--- src/sfc_pkg.sv ---
// Constants and types for the SD colour subcarrier frequency block.
// Assumes a byte-wide register port with subaddress, write and read strobes.
// Operation
// - Four byte registers form 32-bit frequency word
// - Byte 0 least significant, byte 3 most
// - New word applied only after byte 3
// - Noninterlaced bit accepts 240p or 288p input
// - Noninterlaced: 27 MHz clock, codes or syncs
// - Noninterlaced keeps all normal SD features
// - Square-pixel bit; 24.5454 or 29.5 MHz clock
// - Square-pixel active picture 640x480 or 768x576
package sfc_pkg;

  localparam logic [7:0] SFC_ADDR_BYTE0 = 8'h8c;
  localparam logic [7:0] SFC_ADDR_BYTE1 = 8'h8d;
  localparam logic [7:0] SFC_ADDR_BYTE2 = 8'h8e;
  localparam logic [7:0] SFC_ADDR_BYTE3 = 8'h8f;
  localparam logic [7:0] SFC_ADDR_MODE82 = 8'h82;
  localparam logic [7:0] SFC_ADDR_MODE88 = 8'h88;
  localparam int SFC_BIT_SQUARE = 4;
  localparam int SFC_BIT_NONINT = 1;
  localparam logic [31:0] SFC_WORD_RESET = 32'h21f0_7c1f;
  localparam logic [7:0] SFC_BYTE_RESET = 8'h00;
  localparam logic [31:0] SFC_ZERO32 = 32'h0000_0000;

  // Active picture sizes per mode
  localparam logic [9:0] SFC_W_NTSC = 10'h2d0;
  localparam logic [9:0] SFC_H_NTSC = 10'h1e0;
  localparam logic [9:0] SFC_W_PAL = 10'h2d0;
  localparam logic [9:0] SFC_H_PAL = 10'h240;
  localparam logic [9:0] SFC_W_SQ_NTSC = 10'h280;
  localparam logic [9:0] SFC_W_SQ_PAL = 10'h300;
  localparam logic [9:0] SFC_H_PROG_NTSC = 10'h0f0;
  localparam logic [9:0] SFC_H_PROG_PAL = 10'h120;

  typedef struct packed {
    logic [7:0] addr;
    logic [7:0] wdata;
    logic wr;
    logic rd;
  } sfc_reg_req_type;

  typedef struct packed {
    logic [9:0] width;
    logic [9:0] height;
    logic progressive;
  } sfc_geom_type;

endpackage

--- src/sfc_subcarrier_ctrl.sv ---
// Top of the SD subcarrier frequency control block.
// Assumes core_clk is the pixel clock and register accesses are synchronous.
`timescale 1ns/1ns
module sfc_subcarrier_ctrl
  import sfc_pkg::*;
#(
  parameter int PHASE_W = 12
) (
  input wire logic core_clk,
  input wire logic resetn,
  input wire sfc_reg_req_type reg_req,
  input wire logic ntsc_sel,
  output logic [7:0] reg_rdata,
  output logic reg_rvalid,
  output logic [31:0] active_freq_word,
  output logic [PHASE_W-1:0] subcarrier_phase,
  output logic square_pixel_en,
  output logic noninterlaced_en,
  output sfc_geom_type active_geom
);

  //////////////////////////////////////////////////////////////////////////////
  typedef struct packed {
    logic [3:0][7:0] shadow;
    logic [31:0] word;
    logic [7:0] mode82;
    logic [7:0] mode88;
    logic [7:0] rdata;
    logic rvalid;
    sfc_geom_type geom;
  } sfc_state_type;

  sfc_state_type st;
  sfc_state_type next_st;

  // Map a subaddress to frequency byte index
  function automatic logic [2:0] byte_sel(input logic [7:0] a);
    logic [2:0] r;
    r = 3'h4;
    if (a == SFC_ADDR_BYTE0) r = 3'h0;
    if (a == SFC_ADDR_BYTE1) r = 3'h1;
    if (a == SFC_ADDR_BYTE2) r = 3'h2;
    if (a == SFC_ADDR_BYTE3) r = 3'h3;
    return r;
  endfunction

  //////////////////////////////////////////////////////////////////////////////
  // Register writes, reads and word commit
  always_comb begin
    logic [2:0] sel;
    logic [31:0] assembled;
    assembled = SFC_ZERO32;
    sel = byte_sel(reg_req.addr);
    next_st = st;
    next_st.rvalid = 1'b0;
    if (reg_req.wr) begin
      if (sel != 3'h4) begin
        next_st.shadow[sel[1:0]] = reg_req.wdata;
      end
      if (reg_req.addr == SFC_ADDR_MODE82) begin
        next_st.mode82 = reg_req.wdata;
      end
      if (reg_req.addr == SFC_ADDR_MODE88) begin
        next_st.mode88 = reg_req.wdata;
      end
      // Byte 3 commits all four bytes at once
      if (sel == 3'h3) begin
        assembled = {reg_req.wdata, st.shadow[2], st.shadow[1], st.shadow[0]};
        next_st.word = assembled;
      end
    end
    if (reg_req.rd) begin
      next_st.rvalid = 1'b1;
      if (sel != 3'h4) begin
        next_st.rdata = st.shadow[sel[1:0]];
      end else if (reg_req.addr == SFC_ADDR_MODE82) begin
        next_st.rdata = st.mode82;
      end else if (reg_req.addr == SFC_ADDR_MODE88) begin
        next_st.rdata = st.mode88;
      end else begin
        next_st.rdata = SFC_BYTE_RESET;
      end
    end
    // Active picture geometry from mode bits
    next_st.geom.progressive = st.mode88[SFC_BIT_NONINT];
    if (st.mode82[SFC_BIT_SQUARE]) begin
      next_st.geom.width = ntsc_sel ? SFC_W_SQ_NTSC : SFC_W_SQ_PAL;
    end else begin
      next_st.geom.width = ntsc_sel ? SFC_W_NTSC : SFC_W_PAL;
    end
    if (st.mode88[SFC_BIT_NONINT]) begin
      next_st.geom.height = ntsc_sel ? SFC_H_PROG_NTSC : SFC_H_PROG_PAL;
    end else begin
      next_st.geom.height = ntsc_sel ? SFC_H_NTSC : SFC_H_PAL;
    end
  end

  always_ff @(posedge core_clk or negedge resetn) begin
    if (!resetn) begin
      st.shadow <= {SFC_WORD_RESET[31:24], SFC_WORD_RESET[23:16], SFC_WORD_RESET[15:8], SFC_WORD_RESET[7:0]};
      st.word <= SFC_WORD_RESET;
      st.mode82 <= SFC_BYTE_RESET;
      st.mode88 <= SFC_BYTE_RESET;
      st.rdata <= SFC_BYTE_RESET;
      st.rvalid <= 1'b0;
      st.geom <= '0;
    end else begin
      st <= next_st;
    end
  end

  //////////////////////////////////////////////////////////////////////////////
  // Subcarrier phase generation
  sfc_phase_acc #(
    .PHASE_W(PHASE_W)
  ) u_acc (
    .core_clk(core_clk),
    .resetn(resetn),
    .freq_word(st.word),
    .phase(subcarrier_phase)
  );

  // Outputs
  assign reg_rdata = st.rdata;
  assign reg_rvalid = st.rvalid;
  assign active_freq_word = st.word;
  assign square_pixel_en = st.mode82[SFC_BIT_SQUARE];
  assign noninterlaced_en = st.mode88[SFC_BIT_NONINT];
  assign active_geom = st.geom;

endmodule

--- src/sfc_phase_acc.sv ---
// Subcarrier phase accumulator.
// Assumes one increment per pixel clock cycle.
`timescale 1ns/1ns
module sfc_phase_acc
  import sfc_pkg::*;
#(
  parameter int PHASE_W = 12
) (
  input wire logic core_clk,
  input wire logic resetn,
  input wire logic [31:0] freq_word,
  output logic [PHASE_W-1:0] phase
);

  initial begin
    if (PHASE_W < 1 || PHASE_W > 32) begin
      $error("PHASE_W out of range");
    end
  end

  typedef struct packed {
    logic [31:0] acc;
  } sfc_acc_state_type;

  sfc_acc_state_type st;
  sfc_acc_state_type next_st;

  // Accumulate word each clock
  always_comb begin
    next_st = st;
    next_st.acc = st.acc + freq_word;
  end

  always_ff @(posedge core_clk or negedge resetn) begin
    if (!resetn) begin
      st <= '0;
    end else begin
      st <= next_st;
    end
  end

  assign phase = st.acc[31 -: PHASE_W];

endmodule

--- config.mk ---
export PLATFORM = sky130hd
export DESIGN_NAME = sfc_subcarrier_ctrl
export DESIGN_NICKNAME = d
export VERILOG_FILES = /design/src/sfc_pkg.sv /design/src/sfc_subcarrier_ctrl.sv /design/src/sfc_phase_acc.sv
export SDC_FILE = /design/constraint.sdc
export NUM_CORES = 1
export LEC_CHECK = 0
export BUFFER_PORTS_ARGS = -buffer_cell sky130_fd_sc_hd__buf_4
export CORE_MARGIN = 2
export CORE_UTILIZATION = 25
export CTS_CLUSTER_SIZE = 16
export DETAILED_ROUTE_END_ITERATION = 10
export PLACE_DENSITY_LB_ADDON = 0.1
export SLEW_MARGIN = 40
export SYNTH_ARGS = -nofsm -noshare
export SYNTH_HDL_FRONTEND = slang
export SYNTH_SLANG_ARGS = --single-unit
--- constraint.sdc ---
create_clock -name core_clk -period 3.2 [get_ports core_clk]
set_input_delay 0.16 -clock core_clk [delete_from_list [all_inputs] [get_ports core_clk]]
set_output_delay 0.16 -clock core_clk [all_outputs]
set_load 0.1 [all_outputs]
==> flow_results.org <==
** Synth
- Library cells used by synthesis :: 57
- Compound-cell area share of the yosys netlist :: 11.7%
- Simple-gate portion of the synthesized area :: 6.72%
- Register bit total from synthesis :: 124
- In the synthesized netlist, mux cells make up 14.6% of the area.
- In the synthesized netlist the dominant register cell turns out to be sky130_fd_sc_hd__dfrtp_1.
- Largest family of logic cells by synthesized area :: multiplexers
- Mapped Cells :: 582
- Mean post-synth cell area :: 11.6 um2
- Post-synthesis sequential area ratio :: 46.3%
- Yosys warns :: 0
- Count of flip-flops with a built-in enable after synthesis :: 0
- The mapped netlist covers 6780 um2.
- Post-synthesis share of cell area spent on full adders, half adders and majority gates :: 6.76%
- Post-synthesis async set-or-reset flop share :: 100%
- Of the total synthesized cell area, the portion taken by XOR and XNOR cells is 3.75%.

** Routing
- Router iterations before antenna repair :: 5
- Detailed routing inserted a total of 4298 vias.
- Using the TritonRoute via totals, the vias-per-cell ratio works out to 4.44.
- The first routing iteration left 220 violations.
- Antenna-violating nets left :: 0
- The final layout contains routed wiring with a total length of 17100 um.
- Dividing the detail-routed wire length by the instance count gives 17.7 um.
- Residual DRC count :: 0

** STA
- Worst Tran Pin Value :: 696 ps
- Worst slew margin relative to its limit :: 53.3%
- Clock period minus worst slack :: 2820 ps
- Clock skew after layout :: 5.80 ps
- Hold timing on the final database bottoms out at a slack of 48.8 ps.
- The final hold violation count came to 0.
- Timing would allow up to 0.355 GHz.
- Setup repair after global routing missed its margin :: false
- Summed negative setup slack over all endpoints :: 0 ps
- The number of slew-limit violations in the final report is 0.
- Share of the clock period used by the worst path after layout :: 88.0%
- Final setup violation count :: 0

** Die
- Cell Rows :: 60
- 97 I/O pins were placed.
- Total die area :: 28400 um2
- Horizontal die dimension :: 169 um
- Die height :: 169 um
- Effective utilization at floorplan :: 25.3%
- Area of the core region :: 26800 um2

** Critical path
- Reg-to-reg setup timing slack :: 380 ps
- The worst setup path is captured at a flop.
- The worst setup path is of the reg2reg kind.
- Measured in cells, the most critical reg-to-reg path has a length of 10.
- Of all nets on the critical path, the largest fanout is 3.
- In this run the critical register-to-register path is launched from active_freq_word[0].
- STA puts the critical path data arrival time at 3100 ps.
- Startpoint class of the critical path :: flop
- STA puts the critical path data required time at 3490 ps.
- The endpoint identified for the worst register-to-register timing path is u_acc.st[24].

** Pwr
- Leakage Power :: 3.80 nW
- Part of the total power dissipated in sequential elements :: 36.5%
- Internal power comes to 3.18 mW.
- Of the total power, the share spent switching nets is 35.3%.
- Overall power of the completed layout :: 4.91 mW
- Maximum ir drop on the vdd rail :: 0.442 mV
- In this run the power spent charging and discharging nets is 1.73 mW.
- Power spread over the standard cell area amounts to 620 nW/um2.
- The share of total power dissipated in combinational logic is 25.0%.
- In this run, the clock network consumes 38.5% of the power.

** Finish
- Antenna diode instance count :: 0
- Final core utilization :: 29.6%
- The library cell used most frequently in the layout, excluding fill and tap cells, is sky130_fd_sc_hd__dfrtp_1.
- The library cells used most frequently in the layout, excluding fill and tap cells, are 94 x sky130_fd_sc_hd__dfrtp_1, 91 x sky130_fd_sc_hd__buf_4, 72 x sky130_fd_sc_hd__mux2_2.
- Of the cells placed in the final design, the portion with a size suffix greater than 1 is 40.4%.
- In the final design database the tool counted 670 nets.
- Synth-to-layout area growth :: 16.9%
- Number of cells in the finished layout apart from fillers :: 967

** Clocking
- Deepest clock path buffer count :: 2
- The tree is rooted in a sky130_fd_sc_hd__clkbuf_16.
- Once the clock tree was built, the resizer swapped 0 gates to a different size.
- The clock reaches the later pin of the worst-skew pair after 410 ps.
- The H-tree was split into 4 levels.
- Clock tree from TritonCTS :: yes
- The tree built by TritonCTS fans out to 124 sinks.
- Number of clock buffers inserted by TritonCTS :: 17
- After clock tree synthesis, the flow added hold-fix buffers numbering 3.
- Buffers added to address setup during post-CTS repair amount to 0.
- Post-CTS clock slew at the launch and capture registers of the worst setup and hold paths :: 60 ps

** Hold path
- The worst hold path begins at reg_req[3].
- Along the worst hold path, the cell count comes to 2.
- The worst hold path belongs to the class in2reg.
- The path with the worst hold slack has its endpoint at st[95].

** Place
- In this run, placement finished with an instance count of 932.
- Detailed placement HPWL :: 12900 um
- PortBufs :: 87
- The congestion estimate from routability-driven global placement came to 0.830.

** GRT
- Global routing usage summed across all routing layers :: 12.5%
- Global Route met3 Usage :: 3.53%
- Met1 track demand over resource :: 17.1%
- Vias in the first global route :: 4385
- Maximum number of pins on one net before global-route repair :: 50
- Summed over all layers, the global routing overflow is 0.
- Grt peak-use layer :: met2
- The initial antenna violation count was 0.
- The first global-routing pass estimated 26600 um of wire.
- Met2 capacity usage during global routing :: 19.4%

** Outcome
- Outcome :: completed

** Flow run
- Across the run, the number of max-cap violations was 0.
-- through the flow --
step | area, um2 | setup WS [ps]
finish | 7920 | 383
global placement | 7310 | 422
global route | 7920 | 200
detailed placement | 7310 | 379
CTS | 7920 | 380
floorplan | 6810 | 769
-- flip-flops by register name (all words and copies together) (netlist names) --
signal and count:
reg_rdata 8, active_geom 11, noninterlaced_en 1, st 46, reg_rvalid 1, active_freq_word 24, square_pixel_en 1, u_acc.st 32
-- synthesized netlist by cell type (all sizes together), types with 15 or more instances --
cell type,count,area share [%]
ha,35,6.5
dfrtp,94,35
o21ai,18,1.4
a21oi,37,3.1
a21o,16,1.8
dfstp,30,12
xnor2,18,2.3
mux2,72,12
nand2,34,2.0
buf,80,8.6
nor2,22,1.2
inv,15,0.83
-- per-layer routing --
metal | vias to the layer above | share of wire [%]
met1 | 2129 | 49
li1 | 2041 | -
met4 | 0 | 1.5
met3 | 23 | 4.0
met5 | - | 0
met2 | 105 | 46
-- power groups by stage --
stage	combinational, mW	sequential (mW)	clock, mW
global placement	1.23	1.82	0
floorplan	1.07	1.78	0
finish	1.23	1.79	1.89
global route	1.30	1.81	2.04
CTS	1.24	1.80	1.97
detailed placement	1.23	1.82	0
-- worst max-delay path: stages (launching register included) --
cell	delay (ps)
sky130_fd_sc_hd__dfstp_2	370
sky130_fd_sc_hd__ha_1	240
sky130_fd_sc_hd__fa_1	410
sky130_fd_sc_hd__a21oi_1	270
sky130_fd_sc_hd__o221ai_2	190
sky130_fd_sc_hd__a21oi_2	300
sky130_fd_sc_hd__a21oi_2	110
sky130_fd_sc_hd__o31ai_1	300
sky130_fd_sc_hd__and2b_1	230
sky130_fd_sc_hd__o21ai_0	120
sky130_fd_sc_hd__xor2_1	150
-- cell type report --
type | instances | area, um2
clock buffers | 22 | 464
clock inverters | 10 | 115
fillers | 2772 | 18900
inverters | 15 | 56.3
multi-input cells | 360 | 2990
flip-flops and latches | 124 | 3140
well taps | 341 | 427
repair buffers | 95 | 733
-- cell families after synthesis --
family | Yosys count
buffers and inverters | 106
muxes | 80
and+or+nand+nor | 90
DFF | 124
adders and majority gates | 36
AOI/OAI and AO/OA | 115
other | 2
xor gates and xnor gates | 29
-- worst max path at each step --
stage,from,endpoint,slack [ps],cells past startpoint
global placement,active_freq_word[0],u_acc.st[24],420,10
floorplan,active_freq_word[0],u_acc.st[24],770,10
global route,active_freq_word[0],u_acc.st[24],200,10
finish,active_freq_word[0],u_acc.st[24],380,10
CTS,active_freq_word[0],u_acc.st[24],380,10
detailed placement,active_freq_word[0],u_acc.st[24],380,10
Power figures use the tool's default switching activity.
